$ cat src/hdl/spd_pkg.sv
// shared constants and types for the suspend power-down control block
package spd_pkg;

   // ----------------------------------------------------------------
   // register map
   // ----------------------------------------------------------------
   localparam logic [15:0] SPD_PDC_OFFSET    = 16'h0354;
   localparam int          SPD_WIN_LSB       = 16;
   localparam int          SPD_P3_PD_BIT     = 12;
   localparam int          SPD_P2_PD_BIT     = 11;
   localparam int          SPD_DET_OFF_BIT   = 10;

   // ----------------------------------------------------------------
   // reset values and fixed window loads
   // ----------------------------------------------------------------
   localparam logic [15:0] SPD_WIN_RST_32    = 16'h03e8;
   localparam logic [15:0] SPD_WIN_RST_16    = 16'h17e8;
   localparam logic [15:0] SPD_WIN_FIX_16    = 16'h1400;
   localparam logic        SPD_P3_PD_RST     = 1'b1;
   localparam logic        SPD_P2_PD_RST     = 1'b1;
   localparam logic        SPD_DET_OFF_RST   = 1'b0;

   // ----------------------------------------------------------------
   // timing: one window count is one slow clock period
   // ----------------------------------------------------------------
   localparam int          SPD_SLOW_CLK_KHZ  = 100;
   localparam int          SPD_COUNT_US      = 1000 / SPD_SLOW_CLK_KHZ;

   // ----------------------------------------------------------------
   // types
   // ----------------------------------------------------------------
   typedef enum logic [1:0] {
      SPD_ST_NORMAL,
      SPD_ST_SUSPEND,
      SPD_ST_AWAKE
   } spd_state_type;

   typedef struct packed {
      logic [15:0] wake_window;
      logic        port3_pulldown_en;
      logic        port2_pulldown_en;
      logic        supply_detector_off_in_suspend;
   } spd_ctrl_type;

   typedef struct packed {
      logic [15:0] addr;
      logic [3:0]  byte_en;
      logic [31:0] wdata;
      logic        wr;
      logic        rd;
   } spd_bus_type;

endpackage

$ cat src/hdl/spd_power_down_ctrl.sv
// power-down control register and suspend wake-window sequencer
//
// What this block does
// - power-down control register sits at offset 0354h for power saving
// - bits 31:16 set the wake window before suspend is re-entered
// - suspend returns only if software has not restored normal operation
// - window resets to 03E8h (10 ms) in 32-bit mode
// - window zero means wake events are ignored, stay suspended
// - FFFFh is the largest window, about 655 ms
// - each count is one 10 us period of the low-power slow clock
// - window resets to 17E8h in 16-bit bus mode
// - 16-bit mode write to window bits forces 1400h (51.2 ms)
// - bit 12 connects port 3 pull-down resistors when set
// - bit 11 connects port 2 pull-down resistors when set
// - bit 10 set powers the supply detector down during suspend
`timescale 1ns/1ps
`default_nettype none
module spd_power_down_ctrl
(
   input  wire logic                 i_clk,
   input  wire logic                 i_reset,
   input  wire logic                 i_bus16_mode,
   input  wire spd_pkg::spd_bus_type i_bus,
   output logic [31:0]               o_rdata,
   input  wire logic                 i_enter_suspend,
   input  wire logic                 i_wake_event,
   input  wire logic                 i_resume_normal,
   input  wire logic                 i_low_power_slow_clock,
   output logic                      o_suspend,
   output logic                      o_port3_pulldown_en,
   output logic                      o_port2_pulldown_en,
   output logic                      o_supply_detector_on
);
   import spd_pkg::*;

   spd_ctrl_type  ctrl_r;
   spd_state_type state_r;
   logic          mode16_r;
   logic          slow_clk_r;
   logic          slow_tick;
   logic          hit;
   logic          wr_hi;
   logic          wr_lo;
   logic          load;
   logic          cancel;
   logic          expired;
   logic          timer_running;

   // ----------------------------------------------------------------
   // decode
   // ----------------------------------------------------------------
   function automatic logic lanes_hit(input logic [3:0] be,
                                      input int         lo);
      lanes_hit = be[lo] | be[lo + 1];
   endfunction

   always_comb
   begin
      if (i_bus.addr == SPD_PDC_OFFSET)
         hit = 1'b1;
      else
         hit = 1'b0;
   end

   assign wr_hi = hit && i_bus.wr && lanes_hit(i_bus.byte_en, 2);
   assign wr_lo = hit && i_bus.wr && lanes_hit(i_bus.byte_en, 0);

   // ----------------------------------------------------------------
   // bus width strap
   // ----------------------------------------------------------------
   // caught while reset is held, so window writes follow the strap seen at reset
   always_ff @(posedge i_clk)
   begin
      if (i_reset)
         mode16_r <= i_bus16_mode;
   end

   // ----------------------------------------------------------------
   // register
   // ----------------------------------------------------------------
   // one process for the whole register keeps a single driver
   always_ff @(posedge i_clk)
   begin
      if (i_reset)
      begin
         if (i_bus16_mode)
            ctrl_r.wake_window <= SPD_WIN_RST_16;
         else
            ctrl_r.wake_window <= SPD_WIN_RST_32;
         ctrl_r.port3_pulldown_en              <= SPD_P3_PD_RST;
         ctrl_r.port2_pulldown_en              <= SPD_P2_PD_RST;
         ctrl_r.supply_detector_off_in_suspend <= SPD_DET_OFF_RST;
      end
      else
      begin
         if (wr_hi)
         begin
            // full 16-bit range written as is in 32-bit mode; 16-bit mode forces 1400h
            if (mode16_r)
               ctrl_r.wake_window <= SPD_WIN_FIX_16;
            else
               ctrl_r.wake_window <= i_bus.wdata[31:SPD_WIN_LSB];
         end
         if (wr_lo)
         begin
            ctrl_r.port3_pulldown_en <= i_bus.wdata[SPD_P3_PD_BIT];
            ctrl_r.port2_pulldown_en <= i_bus.wdata[SPD_P2_PD_BIT];
            ctrl_r.supply_detector_off_in_suspend <=
               i_bus.wdata[SPD_DET_OFF_BIT];
         end
      end
   end

   // reserved bits are not stored; leaves their write value to
   // software, and they read back as zero
   always_ff @(posedge i_clk)
   begin
      if (i_reset)
         o_rdata <= 32'h0000_0000;
      else if (hit && i_bus.rd)
         o_rdata <= {ctrl_r.wake_window, 3'b000,
                     ctrl_r.port3_pulldown_en,
                     ctrl_r.port2_pulldown_en,
                     ctrl_r.supply_detector_off_in_suspend, 10'h000};
      else
         o_rdata <= 32'h0000_0000;
   end

   // ----------------------------------------------------------------
   // slow clock edge
   // ----------------------------------------------------------------
   // one count per slow clock period
   // follows the pin through reset too, so a slow clock that is high
   // at release is not taken for a fresh edge
   always_ff @(posedge i_clk)
   begin
      slow_clk_r <= i_low_power_slow_clock;
   end

   assign slow_tick = i_low_power_slow_clock && !slow_clk_r;

   // ----------------------------------------------------------------
   // suspend sequencer
   // ----------------------------------------------------------------
   // zero window blocks every wake
   assign load = (state_r == SPD_ST_SUSPEND) && i_wake_event
                 && (ctrl_r.wake_window != 16'h0000);
   assign cancel = (state_r == SPD_ST_AWAKE) && i_resume_normal;

   always_ff @(posedge i_clk)
   begin
      if (i_reset)
         state_r <= SPD_ST_NORMAL;
      else
      begin
         case (state_r)
            SPD_ST_NORMAL:
            begin
               if (i_enter_suspend)
                  state_r <= SPD_ST_SUSPEND;
            end
            SPD_ST_SUSPEND:
            begin
               if (load)
                  state_r <= SPD_ST_AWAKE;
            end
            SPD_ST_AWAKE:
            begin
               if (i_resume_normal)
                  state_r <= SPD_ST_NORMAL;
               else if (expired)
                  state_r <= SPD_ST_SUSPEND;
            end
            default:
               state_r <= SPD_ST_NORMAL;
         endcase
      end
   end

   spd_wake_timer u_timer
   (
      .i_clk        (i_clk),
      .i_reset      (i_reset),
      .i_load       (load),
      .i_load_value (ctrl_r.wake_window),
      .i_cancel     (cancel),
      .i_slow_tick  (slow_tick),
      .o_running    (timer_running),
      .o_expired    (expired)
   );

   // ----------------------------------------------------------------
   // outputs
   // ----------------------------------------------------------------
   assign o_suspend           = (state_r == SPD_ST_SUSPEND);
   assign o_port3_pulldown_en = ctrl_r.port3_pulldown_en;
   assign o_port2_pulldown_en = ctrl_r.port2_pulldown_en;
   assign o_supply_detector_on =
      !(o_suspend && ctrl_r.supply_detector_off_in_suspend);
endmodule
`default_nettype wire

$ cat src/hdl/spd_wake_timer.sv
// wake-window down-counter stepped by the low-power slow clock
`timescale 1ns/1ps
`default_nettype none
module spd_wake_timer
(
   input  wire logic        i_clk,
   input  wire logic        i_reset,
   input  wire logic        i_load,
   input  wire logic [15:0] i_load_value,
   input  wire logic        i_cancel,
   input  wire logic        i_slow_tick,
   output logic             o_running,
   output logic             o_expired
);
   import spd_pkg::*;

   logic [15:0] count_r;
   logic        running_r;

   // ----------------------------------------------------------------
   // countdown
   // ----------------------------------------------------------------
   // load and count down
   always_ff @(posedge i_clk)
   begin
      if (i_reset || i_cancel)
      begin
         count_r   <= 16'h0000;
         running_r <= 1'b0;
      end
      else if (i_load)
      begin
         count_r   <= i_load_value;
         running_r <= (i_load_value != 16'h0000);
      end
      else if (running_r && i_slow_tick)
      begin
         count_r   <= count_r - 16'h0001;
         running_r <= (count_r != 16'h0001);
      end
   end

   always_ff @(posedge i_clk)
   begin
      if (i_reset || i_cancel || i_load)
         o_expired <= 1'b0;
      else
         o_expired <= running_r && i_slow_tick && (count_r == 16'h0001);
   end

   assign o_running = running_r;
endmodule
`default_nettype wire

$ cat config.mk
export PLATFORM = sky130hd
export DESIGN_NAME = spd_power_down_ctrl
export DESIGN_NICKNAME = d
export VERILOG_FILES = /design/src/hdl/spd_pkg.sv /design/src/hdl/spd_power_down_ctrl.sv /design/src/hdl/spd_wake_timer.sv
export SDC_FILE = /design/constraint.sdc
export NUM_CORES = 1
export LEC_CHECK = 0
export BUFFER_PORTS_ARGS = -buffer_cell sky130_fd_sc_hd__buf_2
export CAP_MARGIN = 10
export CORE_MARGIN = 4
export CORE_UTILIZATION = 40
export CTS_BUF_LIST = sky130_fd_sc_hd__clkbuf_8
export DETAILED_ROUTE_END_ITERATION = 8
export PLACE_DENSITY = 0.67
export SYNTH_ARGS = -nofsm -noshare
export SYNTH_HDL_FRONTEND = slang
export SYNTH_SLANG_ARGS = --single-unit
$ cat constraint.sdc
create_clock -name i_clk -period 6.5 [get_ports i_clk]
set_clock_uncertainty 0.2 [all_clocks]
set_input_delay 0.65 -clock i_clk [delete_from_list [all_inputs] [get_ports i_clk]]
set_output_delay 0.65 -clock i_clk [all_outputs]
set_load 0.05 [all_outputs]
# == Word level (Yosys, flattened, before mapping) ==
# Index checks and enable logic that the tools add are counted.
# totals
in_bits,61
ram_bits,0
latch_bits,0
romBits,0
mem_count,0
reg_bits,73
output_inout_bits,36
# classes
n_reduce_logical,21
muxes,15
shifts,0
n_mul,0
div,0
n_eq_ne,8
n_lt_le_gt_ge,0
addsub,1
bitwise_logic,3
# ops
op,count
16-bit 2-to-1 mux,4
19-bit 2-to-1 mux,1
16-bit by 1-bit == test with 1-bit output (second input constant),1
16-bit by 10-bit == test with 1-bit output (second input constant),1
16-bit by 1-bit != test with 1-bit output (second input constant),1
16-bit nonzero test,1
16-bit by 1-bit subtractor with 16-bit output (second input constant),1
13-bit 2-to-1 mux,1
1-bit logical AND,11
2-bit 2-to-1 mux,4
2-bit case mux with 3 select lines,1
2-bit nonzero test,2
1-bit 2-to-1 mux,3
3-bit 2-to-1 mux,1
3-bit by 2-bit != test with 1-bit output (second input constant),1
3-bit AND reduction,1
2-bit by 1-bit == test with 1-bit output (second input constant),1
2-bit == test (second input constant),1
1-bit zero test,2
2-bit zero test,1
1-bit logical OR,2
2-bit by 1-bit != test with 1-bit output (second input constant),1
2-bit != test (second input constant),1
1-bit bitwise OR,2
2 further kinds,2

# == Depth between registers and ports, before layout ==
# Gate-level depths: netlist (run 1).
# depth
word_depth,6
mapped_depth,6

# == Cells and area by module ==
# From an unflattened synthesis (run 1), not the netlist that was laid out.
# unflattened
hier_cells,252
area_unflattened_um2,2642.5
# by_module_without_submodules
mod,instances,cells_each,area_per_inst_um2
spd_power_down_ctrl,1,133,1650.3
spd_wake_timer,1,119,992.2

# == Worst setup path before layout (run 1) ==
# Ideal clock, no wire load.
# synth_path
path_type,register -> output
start,register state_r[0]
end,output o_supply_detector_on
required_time_ns,5.650
path_stages_with_launch,3
t_arrival_ns,1.732
slack_ns,3.918
cell_sequence,dfxtp_1 nor2b_1 nand2_1
# synth_between
elab_chain_len,3
# synth_rtl
item,line,text
start: declaration,spd_power_down_ctrl.sv:37,spd_state_type state_r;
start signal: assignment,spd_power_down_ctrl.sv:153,state_r <= SPD_ST_NORMAL;
start signal: assignment,spd_power_down_ctrl.sv:160,state_r <= SPD_ST_SUSPEND;
start signal: assignment,spd_power_down_ctrl.sv:165,state_r <= SPD_ST_AWAKE;
2-bit by 1-bit == test with 1-bit output,spd_power_down_ctrl.sv:195,assign o_suspend = (state_r == SPD_ST_SUSPEND);
via o_suspend,spd_power_down_ctrl.sv:29,"output logic o_suspend,"
1-bit logical AND,spd_power_down_ctrl.sv:199,!(o_suspend && ctrl_r.supply_detector_off_in_suspend);
1-bit zero test,spd_power_down_ctrl.sv:199,
end: declaration,spd_power_down_ctrl.sv:32,output logic o_supply_detector_on
# The timed path passes the listed nets, and every way through them passes these cells.

# == Worst setup path after layout (run 1) ==
# layout_path
start,register u_timer.count_r[7]
end,register u_timer.count_r[15]
# layout_between
elab_chain_len,3
# layout_rtl
item,line,text
start: declaration,spd_wake_timer.sv:17,logic [15:0] count_r;
start signal: assignment,spd_wake_timer.sv:33,count_r <= i_load_value;
start signal: assignment,spd_wake_timer.sv:38,count_r <= count_r - 16'h0001;
16-bit by 1-bit subtractor with 16-bit output,spd_wake_timer.sv:38,
16-bit 2-to-1 mux,spd_wake_timer.sv:36,else if (running_r && i_slow_tick)
16-bit 2-to-1 mux,spd_wake_timer.sv:31,else if (i_load)
# Every way passes these cells. The select of a mux whose other input is x is not followed.
# A chain may end at the register's enable or synchronous reset.

==> results of run 1 <==
how the worst max path moves through the flow:
stage / slack (ps) / to / start
finish: 4160 / u_timer.count_r[15] / u_timer.count_r[7]
global route: 4030 / u_timer.count_r[15] / u_timer.count_r[7]
CTS: 4180 / u_timer.count_r[15] / u_timer.count_r[7]
detailed placement: 4110 / u_timer.count_r[11] / i_low_power_slow_clock
global placement: 4120 / u_timer.count_r[11] / i_low_power_slow_clock
floorplan: 3920 / o_supply_detector_on / state_r[0]
registers in the layout (all words and copies together) (netlist names):
name,count
o_rdata,19
state_r,2
u_timer.o_running,1
u_timer.o_expired,1
mode16_r,1
u_timer.count_r,16
ctrl_r,17
o_port2_pulldown_en,1
slow_clk_r,1
o_port3_pulldown_en,1
final cells by class:
cell class | count | area, um^2
Clock buffer | 9 | 124
Clock inverter | 7 | 82.6
Fill cell | 602 | 3180
Inverter | 3 | 11.3
Multi-Input combinational cell | 178 | 1160
Sequential cell | 60 | 1370
Tap cell | 77 | 96.3
Timing Repair Buffer | 72 | 365
cell usage in the layout, fill, tap and decap left out, drive strengths merged, types with 6 or more instances in the layout:
cell / instances
o21ai: 8
a21o: 8
xor2: 8
nor4: 6
and2: 27
nand4: 6
clkbuf: 9
nor2: 10
buf: 72
conb: 13
nand2: 9
edfxtp: 17
inv: 7
nor3: 8
dfxtp: 43
or3: 7
o31ai: 10
a21oi: 11
where the power goes:
part           internal (mW)  switching (mW)
clock                  0.183           0.166
sequential             0.401          0.0154
combinational         0.0408          0.0620
total                  0.626           0.244
per-layer routing:
layer / vias to the layer above / wire length, um / track usage (%)
li1: 1044 / - / -
met1: 932 / 2670 / 21.2
met2: 62 / 2800 / 24.7
met3: 12 / 405 / 6.08
met4: 0 / 169 / 8.39
met5: - / 0 / 0
stage by stage:
| stage | hold slack (ps) | worst slack [ps] | utilization, % | cells |
|---|---|---|---|---|
| 2_1_floorplan | 254 | 3920 | - | 264 |
| 3_3_place_gp | 268 | 4120 | 47.0 | 390 |
| 3_5_place_dp | 276 | 4110 | 47.0 | 390 |
| 4_1_cts | 232 | 4180 | 50.2 | 406 |
| 5_1_grt | 227 | 4030 | 50.2 | 406 |
| 6_report | 246 | 4160 | 50.2 | 406 |
cell families (layout without fill, tap and decap cells):
| family | Yosys count | after routing |
|---|---|---|
| xor+xnor | 8 | 8 |
| buf+inv | 26 | 91 |
| simple gates | 101 | 101 |
| compound gates | 51 | 51 |
| mux | 3 | 3 |
| other cells | 1 | 13 |
| fa+ha+maj | 2 | 2 |
| flops | 60 | 60 |
==> flow_summary.yaml, run 1 <==
floorplan:
  row_count: 29
  start_util_pct: 41.6
  die-area_um2: 8000
  io_pins: 97
  die_w_um: 89.5
  core_um2: 6390
  die_h_um: 89.5
setup_path:
  worstSetupPathType: "flip-flop to flip-flop"
  cpPeakStageDelay_ps: 590
  reg2reg_to: "u_timer.count_r[15]"
  reg2reg_depth: 4
  crit_chain: "or4_4 > or4_4 > or3_1 > a311oi_1"
  path_delay_family: "simple AND/OR/NAND/NOR gates"
  critical_path_depth: 4
  path_common_cell: "or4_4"
  critical_path_buf_inv_count: 0
  reg2reg_from: "u_timer.count_r[7]"
  start_kind: "flip-flop"
  worstPathArrival_ps: 2400
  reg2reg_slack_ps: 4160
  cp_max_fo: 5
  cpMaxStageDelayCell: "or4_4"
  cp.required_ps: 6560
  endpoint_kind: "flip-flop"
sta:
  setup_violations: 0
  setup_tns_ps: 0
  relSlewSlack_pct: 54.0
  grt_setup_unrepaired: "no"
  layout_min_cycle_time_ps: 2340
  timing.final.crit_share_pct: 35.9
  finalHoldViolations: 0
  fmax_mhz: 428
  worst_pin_slew_ps: 690
  maxSlewViolCount: 0
global_routing:
  grt_antenna_before_repair: 0
  grt_use_total_pct: 16.6
  grt_pass1_wl_mm: 9.76
  grt-ovfl-total: 0
  grt_pass1_vias: 1983
  grt_max_degree: 24
drt:
  remaining_drc_errors: 0
  final_antenna_net_count: 0
  wl_per_cell_um: 14.9
  drtPass1Iterations: 4
  drt-vias-per-instance: 5.05
  vias: 2050
  dr.first_iter.drc_count: 134
  wirelength_mm: 6.04
synthesis:
  synth_edf_count: 17
  ys_seq_area_share_pct: 51.7
  synth_area_leader_cell: "dfxtp_1"
  ys.flop_type: "dfxtp_1"
  synth_top_family_by_area: "simple AND/OR/NAND/NOR gates"
  ys_ff_latch: 60
  synth_compound_area_share_pct: 13.0
  synth_xor_area_share_pct: 2.64
  yosysTopAreaCellShare_pct: 32.4
  synthTopCellsByArea: "dfxtp_1 32%, edfxtp_1 19%, and2_1 6.4%, buf_4 3.7%, o31ai_1 2.8%"
  synth_top_cells_by_count: "43 x dfxtp_1, 27 x and2_1, 17 x edfxtp_1, 13 x buf_4, 11 x a21oi_1"
  synth_area_um2: 2650
  postSynthAreaPerCell_um2: 10.5
  ys_async_sr_fraction_pct: 0
  synthAdderAreaFrac_pct: 0.943
  synthMuxAreaShare_pct: 1.13
  synthCells: 252
  synth-simple-area-share_pct: 24.0
  synth_most_common_cell: "dfxtp_1"
  yosysWarnings: 0
  synth_cell_type_count: 51
worst_hold_path:
  whs_path_depth: 1
  hold_path.class: "primary input to flip-flop"
  min_from: "i_low_power_slow_clock"
  hold_end: "slow_clk_r"
placement:
  dp_hpwl_mm: 4.47
  placed_area_um2: 3000
  port_buffers: 70
  place_congestion: 0.796
clocking:
  cts_buffers: 9
  cts-root-buf: "clkbuf_8"
  cts.sink_count: 60
  ctsHoldBuffers: 0
  cts_setup_buffers: 0
  htreeDepth: 3
  clkSlewWorstSetupHoldPaths_ps: 80
  clkLatencyLatePin_ps: 350
  cts_tree: "built"
  post_cts_resized: 0
  cts_buffer_depth: 2
layout:
  syn_to_final_growth_pct: 20.9
  antennaDiodeCount: 0
  fin_area_um2: 3210
  nets: 387
  drive_above_1_share_pct: 30.1
job:
  drv_cap: 0
power_and_ir_drop:
  total_power_uw: 869
  p_leak_nw: 1.33
  p_per_area_nw_per_um2: 271
  ir_drop_uv: 144
status:
  status: "complete, no violations"
Power figures use the tool's default switching activity.
==> run 2: changes to the inputs <==
--- a/config.mk
+++ b/config.mk
@@ -5,13 +5,14 @@
 export SDC_FILE = /design/constraint.sdc
 export NUM_CORES = 1
 export LEC_CHECK = 0
+export ABC_AREA = 1
 export BUFFER_PORTS_ARGS = -buffer_cell sky130_fd_sc_hd__buf_2
 export CAP_MARGIN = 10
 export CORE_MARGIN = 4
 export CORE_UTILIZATION = 40
 export CTS_BUF_LIST = sky130_fd_sc_hd__clkbuf_8
 export DETAILED_ROUTE_END_ITERATION = 8
-export PLACE_DENSITY = 0.67
+export PLACE_DENSITY = 0.66
 export SYNTH_ARGS = -nofsm -noshare
 export SYNTH_HDL_FRONTEND = slang
 export SYNTH_SLANG_ARGS = --single-unit
==> constraint.sdc (replaced) <==
create_clock -name i_clk -period 2.2 [get_ports i_clk]
set_clock_uncertainty 0.2 [all_clocks]
set_input_delay 0.22 -clock i_clk [delete_from_list [all_inputs] [get_ports i_clk]]
set_output_delay 0.22 -clock i_clk [all_outputs]
set_load 0.05 [all_outputs]
==> run 2 against run 1 <==
  * Clock-buffer cell count up 1
  * Die area up 8.4%
  * Critical endpoint is now state_r[1]
  * Largest power group unchanged
  * Via count up 25%
  * Clock power rose to 3.1 times the previous value
  * Critical path depth up 3
  * Synthesized area up 9.3%
==> flow_summary.yaml, run 2 <==
status:
  status: "complete, no violations"
sta:
  fmax_mhz: 486
  layout_min_cycle_time_ps: 2060
  setup_tns_ps: 0
  maxSlewViolCount: 0
  timing.final.crit_share_pct: 93.5
  grt_setup_unrepaired: "no"
  setup_violations: 0
  finalHoldViolations: 0
drt:
  drtPass1Iterations: 4
  dr.first_iter.drc_count: 113
  wirelength_mm: 6.65
  final_antenna_net_count: 0
  wl_per_cell_um: 11.6
  drt-vias-per-instance: 4.49
  vias: 2570
  remaining_drc_errors: 0
floorplan:
  die_w_um: 93.2
  row_count: 30
  die_h_um: 93.2
  io_pins: 97
  start_util_pct: 42.0
  die-area_um2: 8680
  core_um2: 6910
power_and_ir_drop:
  pwr-share-comb_pct: 16.1
  clockPowerShare_pct: 39.4
  swShare_pct: 26.3
  p_sw_uw: 717
  ir_drop_uv: 486
  total_power_mw: 2.72
  p_leak_nw: 1.92
  p_per_area_nw_per_um2: 731
  p_int_mw: 2.01
  sequentialPowerShare_pct: 44.5
synthesis:
  postSynthAreaPerCell_um2: 7.73
  ys.flop_type: "dfxtp_1"
  synth_area_leader_cell: "dfxtp_1"
  synthCells: 375
  synth_most_common_cell: "nor2_1"
  ys_async_sr_fraction_pct: 0
  synthTopCellsByArea: "dfxtp_1 30%, edfxtp_1 18%, nand3_1 9.5%, nor2_1 8.0%, inv_1 7.6%"
  synth_area_um2: 2900
  ys_seq_area_share_pct: 47.3
  yosysTopAreaCellShare_pct: 29.7
  synth_cell_type_count: 35
  yosysWarnings: 0
  synth_top_cells_by_count: "62 x nor2_1, 59 x inv_1, 56 x nand2_1, 55 x nand3_1, 43 x dfxtp_1"
  synth_edf_count: 17
  ys_ff_latch: 60
job:
  drv_cap: 0
layout:
  antennaDiodeCount: 0
  most-common-layout-cells: "70 x buf_2, 62 x nor2_1, 61 x inv_1, 56 x nand2_1, 55 x nand3_1"
  syn_to_final_growth_pct: 28.5
  reg_top3: "o_rdata x19, ctrl_r x17, u_timer.count_r x16"
  layout_commonest_cell: "buf_2"
  drive_above_1_share_pct: 21.6
  multi_input_area_um2: 1200
  regArea_um2: 1370
  fin_area_um2: 3730
  largest_reg_flops: 19
  nets: 535
  final.fill_count: 688
  fin_cells: 573
  largest_register: "o_rdata"
clocking:
  htreeDepth: 3
  cts_buffer_depth: 2
  cts.sink_count: 60
  cts-root-buf: "clkbuf_8"
  cts_setup_buffers: 0
  clkSlewWorstSetupHoldPaths_ps: 60
  cts_tree: "built"
  post_cts_resized: 0
  clkLatencyLatePin_ps: 340
  cts_buffers: 9
setup_path:
  cp.required_ps: 2220
  start_kind: "flip-flop"
  worstPathArrival_ps: 2080
  critPathLaunch: "ctrl_r[4]"
  reg2reg_slack_ps: 140
  cp_max_fo: 18
  worstSetupPathType: "flip-flop to flip-flop"
  reg2reg_depth: 7
  crit_end: "state_r[1]"
  endpoint_kind: "flip-flop"
  reg2reg_to: "state_r[1]"
  reg2reg_from: "ctrl_r[4]"
placement:
  placed_area_um2: 3320
  dp_hpwl_mm: 4.81
  dp.cells: 538
  place_congestion: 0.870
  port_buffers: 70
global_routing:
  grt_antenna_before_repair: 0
  grt_pass1_vias: 2385
  grt_use_total_pct: 15.8
  grt_pass1_wl_mm: 10.8
  grt_max_degree: 36
  grt-ovfl-total: 0
worst_hold_path:
  hold_path.class: "primary input to flip-flop"
-- run 2: cell families after synthesis --
logic type / count (synthesis) / share of synthesized area, %
AO/OA/AOI/OAI: 26 / 4.70
buffers and inverters: 82 / 13.1
adder cells (fa/ha/maj): 2 / 0.863
XOR/XNOR: 8 / 2.42
AND/OR/NAND/NOR: 196 / 31.5
other: 1 / 0.129
flip-flops: 60 / 47.3
-- run 2: metrics by stage --
step | hold WS (ps) | util [%] | worst slack [ps]
floorplan | 47.7 | - | 367
global placement | 151 | 48.0 | 382
detailed placement | 155 | 48.0 | 346
CTS | 3.02 | 53.8 | 106
global route | 23.5 | 54.0 | 31.9
finish | 20.6 | 54.0 | 143
-- run 2: what timing repair did --
action	CTS	global route
hold buffers	18	0
endpoints found under the setup margin	0	1
endpoints found under the hold margin	16	0
-- run 2: layout make-up --
class / count / area share, %
clock buffer: 10 / 3.69
clock inverter: 6 / 2.15
inverter: 62 / 6.24
multi-input combinational: 246 / 32.3
sequential: 60 / 36.8
tap: 96 / 3.22
timing repair buffer: 93 / 15.6
-- run 2: worst min-delay path by stage --
stage / startpoint / endpoint / slack (ps) / cells past startpoint
floorplan: i_low_power_slow_clock / slow_clk_r / 50 / 0
global placement: i_low_power_slow_clock / slow_clk_r / 150 / 1
detailed placement: i_low_power_slow_clock / slow_clk_r / 150 / 1
CTS: i_bus[33] / ctrl_r[18] / 3 / 3
global route: i_bus[33] / ctrl_r[18] / 20 / 3
finish: i_bus[33] / ctrl_r[18] / 20 / 3
-- run 2: power groups by stage --
stage	sequential, mW	combinational, mW	clock [mW]
2_1_floorplan	1.23	0.339	0
3_3_place_gp	1.23	0.403	0
3_5_place_dp	1.24	0.409	0
4_1_cts	1.21	0.435	1.09
5_1_grt	1.22	0.493	1.14
6_report	1.21	0.439	1.07
-- run 2: critical path, cell delays in order, from the launching register on --
cell and delay [ps]:
edfxtp_1 430, nor2_1 130, nand3_1 110, nor2_2 140
nand2_4 140, nand2_8 170, a21oi_1 80, dlygate4sd3_1 550
-- run 2: per-layer routing --
layer	up-vias	track usage (%)	part of all wire, %
li1	1356	-	-
met4	0	4.03	1.2
met1	1150	18.2	42
met3	8	5.47	5.8
met2	56	27.7	51
met5	-	0	0
==> run 3: changes to the inputs <==
--- a/config.mk
+++ b/config.mk
@@ -5,14 +5,14 @@
 export SDC_FILE = /design/constraint.sdc
 export NUM_CORES = 1
 export LEC_CHECK = 0
-export ABC_AREA = 1
 export BUFFER_PORTS_ARGS = -buffer_cell sky130_fd_sc_hd__buf_2
 export CAP_MARGIN = 10
 export CORE_MARGIN = 4
 export CORE_UTILIZATION = 40
 export CTS_BUF_LIST = sky130_fd_sc_hd__clkbuf_8
 export DETAILED_ROUTE_END_ITERATION = 8
-export PLACE_DENSITY = 0.66
+export PLACE_DENSITY = 0.67
 export SYNTH_ARGS = -nofsm -noshare
 export SYNTH_HDL_FRONTEND = slang
+export SYNTH_HIERARCHICAL = 1
 export SYNTH_SLANG_ARGS = --single-unit
==> run 3 against run 2 <==
  * Critical path depth down 3
  * Fmax down 5.1%
  * Register-to-register slack worse by 110 ps
  * Sequential power about the same
  * Non-clock buffer count up 25
  * Global-route usage up 0.72 points
  * Sequential cell count unchanged
  * Clock-buffer cell count unchanged
  * First-iteration DRC count down 29%
  * Final cell count down 21%
  * Worst setup slack worse by 110 ps
  * Largest cell class unchanged
==> flow_summary.yaml, run 3 <==
synthesis:
  synth_edf_count: 17
  yosysTopAreaCellShare_pct: 32.6
  synth_compound_area_share_pct: 10.7
  ys_ff_latch: 60
  ys.flop_type: "dfxtp_1"
  yosysWarnings: 6
  synth_top_cells_by_count: "43 x dfxtp_1, 28 x and2_1, 17 x edfxtp_1, 15 x nor4_1"
  postSynthAreaPerCell_um2: 10.5
  synth_xor_area_share_pct: 4.31
  synth_area_um2: 2640
  synthAdderAreaFrac_pct: 0.947
  synth_top_family_by_area: "simple AND/OR/NAND/NOR gates"
  synthCells: 252
  synthMuxAreaShare_pct: 1.89
  synth_cell_type_count: 47
  synthTopCellsByArea: "dfxtp_1 33%, edfxtp_1 19%, and2_1 6.6%, xnor2_1 4.3%, buf_4 3.7%"
  synth-simple-area-share_pct: 24.2
  synth_area_leader_cell: "dfxtp_1"
  ys_async_sr_fraction_pct: 0
  ys_seq_area_share_pct: 51.9
  synth_most_common_cell: "dfxtp_1"
global_routing:
  grt-ovfl-total: 0
  grt_pass1_vias: 2171
  grt_use_total_pct: 16.5
  grt_pass1_wl_mm: 9.85
  grt_antenna_before_repair: 0
  grt_max_degree: 25
clocking:
  cts_tree: "built"
  clkSlewWorstSetupHoldPaths_ps: 60
  htreeDepth: 3
  cts_buffers: 9
  cts_buffer_depth: 2
  cts-root-buf: "clkbuf_8"
  cts.sink_count: 60
  clkLatencyLatePin_ps: 330
sta:
  worst_pin_slew_ps: 697
  setup_tns_ps: 0
  setup_violations: 0
  layout_min_cycle_time_ps: 2170
  grt_setup_unrepaired: "yes"
  timing.final.crit_share_pct: 98.6
  maxSlewViolCount: 0
  finalHoldViolations: 0
  fmax_mhz: 461
  relSlewSlack_pct: 53.4
layout:
  layout_commonest_cell: "buf_2"
  nets: 435
  most-common-layout-cells: "70 x buf_2, 41 x dfxtp_1, 28 x and2_1, 26 x buf_4, 21 x dlygate4sd3_1"
  drive_above_1_share_pct: 33.4
  largest_register: "o_rdata"
  syn_to_final_growth_pct: 36.9
  reg_top3: "o_rdata x19, ctrl_r x17, u_timer/count_r x16"
  final_core_util_pct: 56.7
  largest_reg_flops: 19
  antennaDiodeCount: 0
setup_path:
  start_kind: "flip-flop"
  cp_max_fo: 3
  reg2reg_from: "u_timer/count_r[5]"
  endpoint_kind: "flip-flop"
  worstPathArrival_ps: 2230
  reg2reg_to: "u_timer/count_r[14]"
  cp.required_ps: 2260
  reg2reg_depth: 4
  worstSetupPathType: "flip-flop to flip-flop"
  reg2reg_slack_ps: 30
power_and_ir_drop:
  p_leak_nw: 1.60
  ir_drop_uv: 552
  p_per_area_nw_per_um2: 693
worst_hold_path:
  hold_path.class: "primary input to flip-flop"
  whs_path_depth: 3
  min_from: "i_resume_normal"
  hold_end: "state_r[1]"
drt:
  final_antenna_net_count: 0
  drtPass1Iterations: 4
  vias: 2223
  wl_per_cell_um: 13.8
  drt-vias-per-instance: 4.90
  wirelength_mm: 6.25
  remaining_drc_errors: 0
  dr.first_iter.drc_count: 80
floorplan:
  row_count: 29
  die_h_um: 89.3
  core_um2: 6390
  io_pins: 97
  start_util_pct: 41.4
  die-area_um2: 7970
  die_w_um: 89.3
placement:
  port_buffers: 70
  dp_hpwl_mm: 4.57
  place_congestion: 0.819
status:
  status: "complete, no violations"
job:
  drv_cap: 0
## run 3: how the worst max path moves through the flow
stage	startpoint	endpoint	slack, ps	cells past startpoint
2_1_floorplan	u_timer/count_r[5]	u_timer/count_r[14]	-20	5
3_3_place_gp	u_timer/count_r[2]	u_timer/count_r[14]	20	4
3_5_place_dp	u_timer/count_r[2]	u_timer/count_r[14]	20	4
4_1_cts	u_timer/count_r[2]	u_timer/count_r[14]	20	4
5_1_grt	u_timer/count_r[5]	u_timer/count_r[14]	-20	4
6_report	u_timer/count_r[5]	u_timer/count_r[14]	30	4
## run 3: per-layer routing
layer / vias to the layer above / GRT usage [%] / routed length, um
li1: 1124 / - / -
met1: 1018 / 19.4 / 2700
met2: 74 / 28.7 / 3110
met3: 7 / 5.71 / 389
met4: 0 / 4.06 / 44
met5: - / 0 / 0
## run 3: logic make-up (layout without fill, tap and decap cells)
family | after synthesis | in the layout
AND/OR/NAND/NOR | 99 | 99
other | 1 | 13
multiplexers | 5 | 5
XOR/XNOR | 13 | 13
flip-flops | 60 | 60
adder cells (fa/ha/maj) | 2 | 2
buffers and inverters | 26 | 139
AO/OA/AOI/OAI | 46 | 46
## run 3: timing repair
| action | 4_1_cts | 5_1_grt |
|---|---|---|
| gates resized for setup | 0 | 5 |
| hold endpoints to repair | 21 | 0 |
| pin swaps | 1 | 4 |
| endpoints found under the setup margin | 1 | 17 |
| buffers inserted | 0 | 0 |
| hold buffers | 21 | 0 |
## run 3: layout make-up
type / instances / area, um^2
Multi-Input combinational cell: 178 / 1190
Tap cell: 77 / 96.3
Clock buffer: 10 / 138
Clock inverter: 6 / 25.0
Sequential cell: 60 / 1370
Inverter: 5 / 18.8
Timing Repair Buffer: 118 / 776
Fill cell: 564 / 2770
## run 3: report_power, final
part | internal [mW] | total, mW | leakage (nW) | switching, mW
combinational | 0.223 | 0.462 | 0.980 | 0.239
sequential | 1.19 | 1.24 | 0.520 | 0.0465
clock | 0.418 | 0.806 | 0.101 | 0.388
total | 1.84 | 2.51 | 1.60 | 0.673
## run 3: stage by stage
stage / power [mW] / setup WS (ps) / hold WS, ps / std cells / area, um^2
after global placement: 1.68 / 19.6 / 137 / 417 / 3220
after floorplan: 1.55 / -21.2 / 47.7 / 264 / 2700
after detailed placement: 1.68 / 22.9 / 141 / 417 / 3220
final: 2.51 / 31.0 / 53.0 / 454 / 3620
after global routing: 2.63 / -15.8 / 37.6 / 454 / 3620
after CTS: 2.52 / 20.2 / 32.9 / 454 / 3590
## run 3: critical path, cell delays in order, from the launching register on
cell and delay (ps):
dfxtp_2 320, or4_4 530, or3_4 410, or4_1 470
a31oi_1 170
